[config.mk]
export PLATFORM = sky130hd
export DESIGN_NAME = bdp_ctrl
export DESIGN_NICKNAME = d
export VERILOG_FILES = /design/src/verilog/bdp_pkg.sv /design/src/verilog/bdp_ctrl.sv /design/src/verilog/bdp_idle_timer.sv
export SDC_FILE = /design/constraint.sdc
export NUM_CORES = 1
export LEC_CHECK = 0
export BUFFER_PORTS_ARGS = -buffer_cell sky130_fd_sc_hd__buf_2
export CORE_MARGIN = 1.5
export CORE_UTILIZATION = 54
export CTS_CLUSTER_DIAMETER = 200
export DETAILED_ROUTE_END_ITERATION = 10
export GPL_ROUTABILITY_DRIVEN = 0
export PLACE_DENSITY_LB_ADDON = 0.1
export REMOVE_ABC_BUFFERS = 1
export SLEW_MARGIN = 20
export SYNTH_ARGS = -nofsm -noshare
export SYNTH_HDL_FRONTEND = slang
export SYNTH_SLANG_ARGS = --single-unit
[constraint.sdc]
create_clock -name clk -period 3.65 [get_ports clk]
set_input_delay 0.365 -clock clk [delete_from_list [all_inputs] [get_ports clk]]
set_output_delay 0.365 -clock clk [all_outputs]
set_load 0.03 [all_outputs]
[src/verilog/bdp_pkg.sv]
// Package: constants and types for the DMA idle and pin drive control block
// ****************************************************************
// What this block does
// - Method 0: idle cycles only when another driver follows an acknowledged device
// - Method 0: no idle between back-to-back accesses by the same acknowledged device
// - Method 1: idle cycles after every acknowledged access, even back-to-back
// - Reserved bit 4 reads as 1; software writes 1
// - Reserved bit 3 reads as 0; software writes 0
// - Secondary clock drive bit: 0 drives low, 1 drives the bus clock
// - Secondary clock drive bit matters only in clock modes 2 and 6
// - Clock mode 7: secondary clock pin floats whatever the drive bit
// - Memory pin bit: 0 floats memory pins in standby, 1 keeps them driven
// - Idle count codes 0..7 give 0,1,2,4,6,8,10,12 idle cycles
// ****************************************************************
package bdp_pkg;

    // ****************************************************************
    // Field positions in the control word (bits 8 down to 1)
    // ****************************************************************
    localparam int unsigned POS_IDLE_CNT_HI = 8;
    localparam int unsigned POS_IDLE_CNT_LO = 6;
    localparam int unsigned POS_IDLE_METHOD = 5;
    localparam int unsigned POS_RSV_ONE     = 4;
    localparam int unsigned POS_RSV_ZERO    = 3;
    localparam int unsigned POS_SEC_DRIVE   = 2;
    localparam int unsigned POS_MEM_CTRL    = 1;

    // ****************************************************************
    // Reset and fixed values
    // ****************************************************************
    localparam logic [2:0] RST_IDLE_CNT    = 3'h0;
    localparam logic       RST_IDLE_METHOD = 1'h0;
    localparam logic       RSV_ONE_VAL     = 1'h1;
    localparam logic       RSV_ZERO_VAL    = 1'h0;
    localparam logic       RST_SEC_DRIVE   = 1'h0;
    localparam logic       RST_MEM_CTRL    = 1'h0;

    // ****************************************************************
    // Clock modes
    // ****************************************************************
    localparam logic [2:0] CLK_MODE_2 = 3'h2;
    localparam logic [2:0] CLK_MODE_6 = 3'h6;
    localparam logic [2:0] CLK_MODE_7 = 3'h7;

    // ****************************************************************
    // Types
    // ****************************************************************
    typedef struct packed {
        logic [2:0] dma_idle_count;
        logic       dma_idle_insert_method;
        logic       rsv_one;
        logic       rsv_zero;
        logic       secondary_clock_drive;
        logic       memory_pins_float_ctrl;
    } bdp_cfg_t;

    typedef struct packed {
        logic       dma_acknowledge;
        logic [1:0] chan;
    } bdp_req_t;

    typedef enum logic [2:0] {
        ST_READY  = 3'h1,
        ST_ACCESS = 3'h2,
        ST_IDLE   = 3'h4
    } bdp_state_t;

    localparam bdp_cfg_t CFG_RESET = '{
        dma_idle_count:         RST_IDLE_CNT,
        dma_idle_insert_method: RST_IDLE_METHOD,
        rsv_one:                RSV_ONE_VAL,
        rsv_zero:               RSV_ZERO_VAL,
        secondary_clock_drive:  RST_SEC_DRIVE,
        memory_pins_float_ctrl: RST_MEM_CTRL
    };

    // Idle count decode, used by the block and by its checks
    function automatic logic [3:0] bdp_idle_cycles(input logic [2:0] code);
        case (code)
            3'h0:    bdp_idle_cycles = 4'h0;
            3'h1:    bdp_idle_cycles = 4'h1;
            3'h2:    bdp_idle_cycles = 4'h2;
            3'h3:    bdp_idle_cycles = 4'h4;
            3'h4:    bdp_idle_cycles = 4'h6;
            3'h5:    bdp_idle_cycles = 4'h8;
            3'h6:    bdp_idle_cycles = 4'hA;
            default: bdp_idle_cycles = 4'hC;
        endcase
    endfunction : bdp_idle_cycles

endpackage : bdp_pkg

[src/verilog/bdp_ctrl.sv]
// Top: DMA idle insertion, secondary clock pin and memory pin drive control
module bdp_ctrl (
    input  wire logic              clk,
    input  wire logic              rstn,
    input  wire logic              cfg_wr,
    input  wire logic [7:0]        cfg_wdata,
    output logic      [7:0]        cfg_rdata,
    input  wire logic              req_valid,
    input  wire bdp_pkg::bdp_req_t req,
    output logic                   req_ready,
    input  wire logic              acc_done,
    output logic                   idle_active,
    input  wire logic [2:0]        clock_mode,
    output logic                   secondary_clock_pin_o,
    output logic                   secondary_clock_pin_oe,
    input  wire logic              sw_standby,
    output logic                   mem_pins_oe
);
    // ****************************************************************
    // Reset release
    // ****************************************************************
    logic rst_meta;
    logic rst_n;

    always_ff @(posedge clk or negedge rstn) begin
        if (!rstn) begin
            rst_meta <= 1'b0;
            rst_n    <= 1'b0;
        end else begin
            rst_meta <= 1'b1;
            rst_n    <= rst_meta;
        end
    end

    // ****************************************************************
    // Control word
    // ****************************************************************
    bdp_pkg::bdp_cfg_t cfg;
    bdp_pkg::bdp_cfg_t wr_cfg;
    bdp_pkg::bdp_cfg_t next_cfg;

    // Reserved bits are forced, so a careless write cannot flip them
    assign wr_cfg = '{
        dma_idle_count:         cfg_wdata[7:5],
        dma_idle_insert_method: cfg_wdata[4],
        rsv_one:                bdp_pkg::RSV_ONE_VAL,
        rsv_zero:               bdp_pkg::RSV_ZERO_VAL,
        secondary_clock_drive:  cfg_wdata[1],
        memory_pins_float_ctrl: cfg_wdata[0]
    };
    assign next_cfg = cfg_wr ? wr_cfg : cfg;

    always_ff @(posedge clk or negedge rst_n) begin
        if (!rst_n) begin
            cfg <= bdp_pkg::CFG_RESET;
        end else begin
            cfg <= next_cfg;
        end
    end

    assign cfg_rdata = cfg;

    // ****************************************************************
    // Idle insertion
    // ****************************************************************
    bdp_pkg::bdp_state_t state;
    bdp_pkg::bdp_state_t next_state;
    bdp_pkg::bdp_req_t   cur;
    bdp_pkg::bdp_req_t   last_dev;
    logic                pending;
    logic                next_pending;
    logic                timer_last;

    wire [3:0] idle_len   = bdp_pkg::bdp_idle_cycles(cfg.dma_idle_count);
    wire       method_all = cfg.dma_idle_insert_method;
    wire       same_dev   = req.dma_acknowledge && (req.chan == last_dev.chan);
    wire       in_ready   = (state == bdp_pkg::ST_READY);
    // A different driver takes the bus after an acknowledged device
    wire       handover   = in_ready && req_valid && pending && !same_dev;
    wire       do_idle_m0 = handover && !method_all && (idle_len != 4'h0);
    wire       done_dma_acknowledge  = (state == bdp_pkg::ST_ACCESS) && acc_done && cur.dma_acknowledge;
    wire       do_idle_m1 = done_dma_acknowledge && method_all && (idle_len != 4'h0);
    wire       taken      = in_ready && req_valid && req_ready;
    wire       load_timer = do_idle_m0 || do_idle_m1;

    // Same device keeping the bus passes straight through under method 0
    assign req_ready   = in_ready && !do_idle_m0;
    assign idle_active = (state == bdp_pkg::ST_IDLE);

    always_comb begin
        next_state = state;
        case (state)
            bdp_pkg::ST_READY: begin
                if (do_idle_m0) begin
                    next_state = bdp_pkg::ST_IDLE;
                end else if (taken) begin
                    next_state = bdp_pkg::ST_ACCESS;
                end
            end
            bdp_pkg::ST_ACCESS: begin
                if (do_idle_m1) begin
                    next_state = bdp_pkg::ST_IDLE;
                end else if (acc_done) begin
                    next_state = bdp_pkg::ST_READY;
                end
            end
            bdp_pkg::ST_IDLE: begin
                if (timer_last) begin
                    next_state = bdp_pkg::ST_READY;
                end
            end
            default: next_state = bdp_pkg::ST_READY;
        endcase
    end

    // Under method 0, pending marks that an acknowledged device was the last bus driver
    always_comb begin
        next_pending = pending;
        if (done_dma_acknowledge && !method_all) begin
            next_pending = 1'b1;
        end else if (load_timer || (taken && !same_dev) || (done_dma_acknowledge && method_all)) begin
            next_pending = 1'b0;
        end
    end

    always_ff @(posedge clk or negedge rst_n) begin
        if (!rst_n) begin
            state    <= bdp_pkg::ST_READY;
            pending  <= 1'b0;
            cur      <= '0;
            last_dev <= '0;
        end else begin
            state    <= next_state;
            pending  <= next_pending;
            cur      <= taken ? req : cur;
            last_dev <= done_dma_acknowledge ? cur : last_dev;
        end
    end

    bdp_idle_timer u_timer (
        .clk      (clk),
        .rst_n    (rst_n),
        .load     (load_timer),
        .load_val (idle_len),
        .last     (timer_last)
    );

    // ****************************************************************
    // Pin drive
    // ****************************************************************
    wire mode_sel   = (clock_mode == bdp_pkg::CLK_MODE_2) || (clock_mode == bdp_pkg::CLK_MODE_6);
    wire mode_input = (clock_mode == bdp_pkg::CLK_MODE_7);

    // Gated copy of the bus clock; glitch-free only while the drive bit is steady
    assign secondary_clock_pin_o  = mode_sel && cfg.secondary_clock_drive && clk;
    assign secondary_clock_pin_oe = !mode_input;
    assign mem_pins_oe = !sw_standby || cfg.memory_pins_float_ctrl;

    // ****************************************************************
    // Checks
    // ****************************************************************
    logic [3:0] idle_run;
    logic [3:0] idle_want;

    always_ff @(posedge clk or negedge rst_n) begin
        if (!rst_n) begin
            idle_run  <= 4'h0;
            idle_want <= 4'h0;
        end else begin
            idle_run  <= idle_active ? idle_run + 4'h1 : 4'h0;
            idle_want <= load_timer ? idle_len : idle_want;
        end
    end
endmodule : bdp_ctrl

[src/verilog/bdp_idle_timer.sv]
// Down counter that times one run of inserted idle cycles
module bdp_idle_timer (
    input  wire logic       clk,
    input  wire logic       rst_n,
    input  wire logic       load,
    input  wire logic [3:0] load_val,
    output logic            last
);
    logic [3:0] cnt;
    wire  [3:0] next_cnt = load ? load_val : (cnt != 4'h0 ? cnt - 4'h1 : 4'h0);

    always_ff @(posedge clk or negedge rst_n) begin
        if (!rst_n) begin
            cnt <= 4'h0;
        end else begin
            cnt <= next_cnt;
        end
    end

    assign last = (cnt == 4'h1);
endmodule : bdp_idle_timer

Word-level counts from Yosys, hierarchy flattened:

Index checks and enable logic that the tools add are counted.

* register bits: 21
* input port bits: 20
* output and inout port bits: 13
* logic and storage cells: 72

* add/subtract/negate cells: 1
* eq/ne operators: 17
* multiplexer cells: 11
* reduce and logical (&&, ||, !) cells: 31

Operators with widths (number)
* one-hot mux 4 bit (7 select lines): 1
* equality test 3 bit (second input constant): 6
* logical AND 1 bit: 16
* two-way mux 3 bit: 5
* equality test 3 x 2 -> 1 bit (second input constant): 4
* one-hot mux 3 bit (3 select lines): 1
* two-way mux 4 bit: 2
* nonzero test 4 bit: 2
* equality test 3 x 1 -> 1 bit (second input constant): 2
* zero test 1 bit: 5
* logical OR 1 bit: 5
* equality test 4 x 1 -> 1 bit (second input constant): 1
* subtractor 4 x 1 -> 4 bit (second input constant): 1
* zero test 3 bit: 1
* != test 3 x 1 -> 1 bit (second input constant): 1
* != test 3 bit (second input constant): 1
* AND reduction 3 bit: 1
* equality test 2 bit: 1
* two-way mux 1 bit: 2
* != test 2 x 1 -> 1 bit (second input constant): 1
* nonzero test 2 bit: 1

Longest topological paths before layout:

* depth after elaboration: 14
* mapped depth: 4
* mapped depth without buffers: 4

Hierarchy:

A second synthesis with hierarchy kept.

* cells, all modules: 93
* area total of the unflattened synthesis: 1017.2 µm²

By module, submodules not included
* bdp_ctrl: times used 1, cells an instance 73, area each 825.8 µm², sequential area each 426.7 µm²
* bdp_idle_timer: times used 1, cells an instance 20, area each 191.4 µm², sequential area each 100.1 µm²

==> flow_summary.json <==
{
  "grt_remaining_overflow": 0,
  "antenna_cells": 0,
  "insertion_delay_ns": 0.40,
  "synth_top_area_share_pct": 44.6,
  "synth_seq_area_share_pct": 47.0,
  "antenna_found_initial": 0,
  "via_per_inst": 5.42,
  "drc": 0,
  "yosys.area.top_type": "dfrtp_1",
  "synthToLayoutAreaGrowth_pct": 18.8,
  "slew_violations": 0,
  "wl_per_cell_microns": 12.7,
  "cpPeakStageDelay_ns": 0.19,
  "rsz0062_at_grt": "false",
  "worstSetupPathType": "clock port to output pin",
  "core_sq_um": 1960,
  "crit_top_cell": "clkbuf_4",
  "cts-resized-gates": 0,
  "worst_slew_pin_slew_ns": 0.741,
  "slowest_stage": "and4b_1",
  "synthesis.area_per_instance_sq_um": 10.8,
  "fin_cells": 164,
  "rows": 16,
  "start_util_pct": 57.1,
  "worst_r2r_path_depth": 4,
  "grt_use_total_pct": 21.1,
  "critPathLaunchType": "clock port",
  "min_to": "state[0]",
  "timing.rr.end": "cur[0]",
  "dieWidth_microns": 48.6,
  "layout-drive-gt1-share_pct": 37.2,
  "nets": 158,
  "hold_class": "input port to register",
  "drt_pre_antenna_iters": 4,
  "grt_pass1_wl_mm": 3.82,
  "drtIter0Drc": 13,
  "grt_max_degree": 20,
  "skew_ns": 0.00528,
  "power.density_nw_per_um2": 583,
  "syn_area_sq_um": 1120,
  "die_h_microns": 48.6,
  "synth-edff-count": 0,
  "cts_tree": "built",
  "crit_fanout": 2,
  "synthTopCellsByArea": "dfrtp_1 45%, mux2_2 10%, nand2_1 3.0%",
  "finalSetupViolCount": 0,
  "cp_data_required_time_ns": 3.28,
  "ys_ff_latch": 21,
  "syn_inst": 104,
  "layout_common_cells": "28 x buf_2, 20 x dfrtp_1, 10 x mux2_2",
  "layout.cells.most_common": "buf_2",
  "arrival_ns": 2.41,
  "total_leakage_power_nw": 0.646,
  "grt_pass1_vias": 917,
  "end_kind": "output pin",
  "wirelength_mm": 2.09,
  "setup_tns_ns": 0,
  "slew-limit-headroom_pct": 50.6,
  "post-dp-hpwl_mm": 1.60,
  "reg2reg_slack_ns": 1.98,
  "dp_cells": 156,
  "min_path_cells": 2,
  "async_flop_share_pct": 100,
  "min_from": "req_valid",
  "port-buffer-count": 28,
  "synth_cell_types": 39,
  "fillers": 186,
  "clkTransAtPathRegs_ns": 0.12,
  "ys.flop_type": "dfrtp_1",
  "fp.dieArea_sq_um": 2360,
  "hold_viol_final": 0,
  "ios": 33,
  "yosysWarnings": 0,
  "path_cells": "clkbuf_4, clkbuf_4, and4b_1, buf_2",
  "ant_nets": 0,
  "vias": 889,
  "ir_drop_mv": 0.346,
  "r2r-start": "last_dev[1]",
  "status": "finished clean",
  "maxCapViolCount": 0
}
-- sequential cells by signal, indices dropped and copies added (netlist names) --
name	flops
rst_n	1
method_all	1
state	3
u_timer.cnt	4
cur	3
cfg_rdata	5
last_dev	2
rst_meta	1
pending	1
-- Yosys cell counts (3+ instances only) --
cell	instances
mux2_2	10
dfrtp_1	20
nand2_1	9
o21ai_0	6
and4b_1	3
nor3_1	4
xor2_1	3
nor2_1	7
nand3_1	3
inv_1	4
buf_4	3
-- power by group --
group	internal, mW	leakage, nW	switching, mW
combinational	0.115	0.346	0.145
clock	0.0808	0.0402	0.0819
sequential	0.296	0.260	0.0578
total	0.492	0.646	0.285
-- timing repair --
| item | 4_1_cts | 5_1_grt |
|---|---|---|
| buffers inserted | 0 | 0 |
| hold buffers | 1 | 0 |
| hold endpoints to repair | 2 | 0 |
-- cells by family (layout without fill, tap and decap cells) --
| group | count (synthesis) | count (layout) | synth area share, % |
|---|---|---|---|
| AO/OA/AOI/OAI | 22 | 22 | 16.4 |
| XOR/XNOR | 3 | 3 | 2.34 |
| buffers and inverters | 8 | 40 | 3.68 |
| flip-flops | 21 | 21 | 47.0 |
| multiplexers | 11 | 11 | 10.9 |
| other | 2 | 3 | 0.670 |
| AND/OR/NAND/NOR | 37 | 37 | 19.0 |
-- how the worst max path moves through the flow --
stage	start	end	slack [ns]	cells past startpoint
after floorplan	clk	secondary_clock_pin_o	1.17	1
after global placement	clk	secondary_clock_pin_o	1.12	2
after detailed placement	clk	secondary_clock_pin_o	1.12	2
after CTS	clk	secondary_clock_pin_o	0.86	4
after global routing	clk	secondary_clock_pin_o	0.85	4
final	clk	secondary_clock_pin_o	0.87	4
-- metrics by stage --
step / instance area (sq um) / worst slack, ns / power, mW / hold slack, ns / utilization, %
finish: 1330 / 0.871 / 0.777 / 0.133 / 67.9
global placement: 1270 / 1.12 / 0.615 / 0.150 / 64.9
CTS: 1330 / 0.861 / 0.786 / 0.117 / 67.9
detailed placement: 1270 / 1.12 / 0.626 / 0.154 / 64.9
floorplan: 1100 / 1.17 / 0.554 / 0.0694 / -
global route: 1330 / 0.849 / 0.838 / 0.118 / 67.9
-- metal layers --
metal / vias to the layer above / global-route usage, % / share of wire, %
li1: 441 / - / -
met1: 421 / 25.4 / 43
met2: 22 / 35.0 / 52
met3: 5 / 5.56 / 4.4
met4: 0 / 11.0 / 0.91
met5: - / 0 / 0
-- worst max-delay path, delay by kind of cell --
| kind | cells | cell delay, ns |
|---|---|---|
| buf+inv | 3 | 0.40 |
| simple gates | 1 | 0.19 |
-- cell type report --
cell class	count	area, sq um	area share, %
Inverter	4	15.0	1.13
Sequential cell	21	527	39.6
Tap cell	27	33.8	2.54
Multi-Input combinational cell	76	557	41.8
Clock buffer	8	53.8	4.04
Timing Repair Buffer	28	145	10.9
Note: power is estimated with default switching activity, not from simulation.
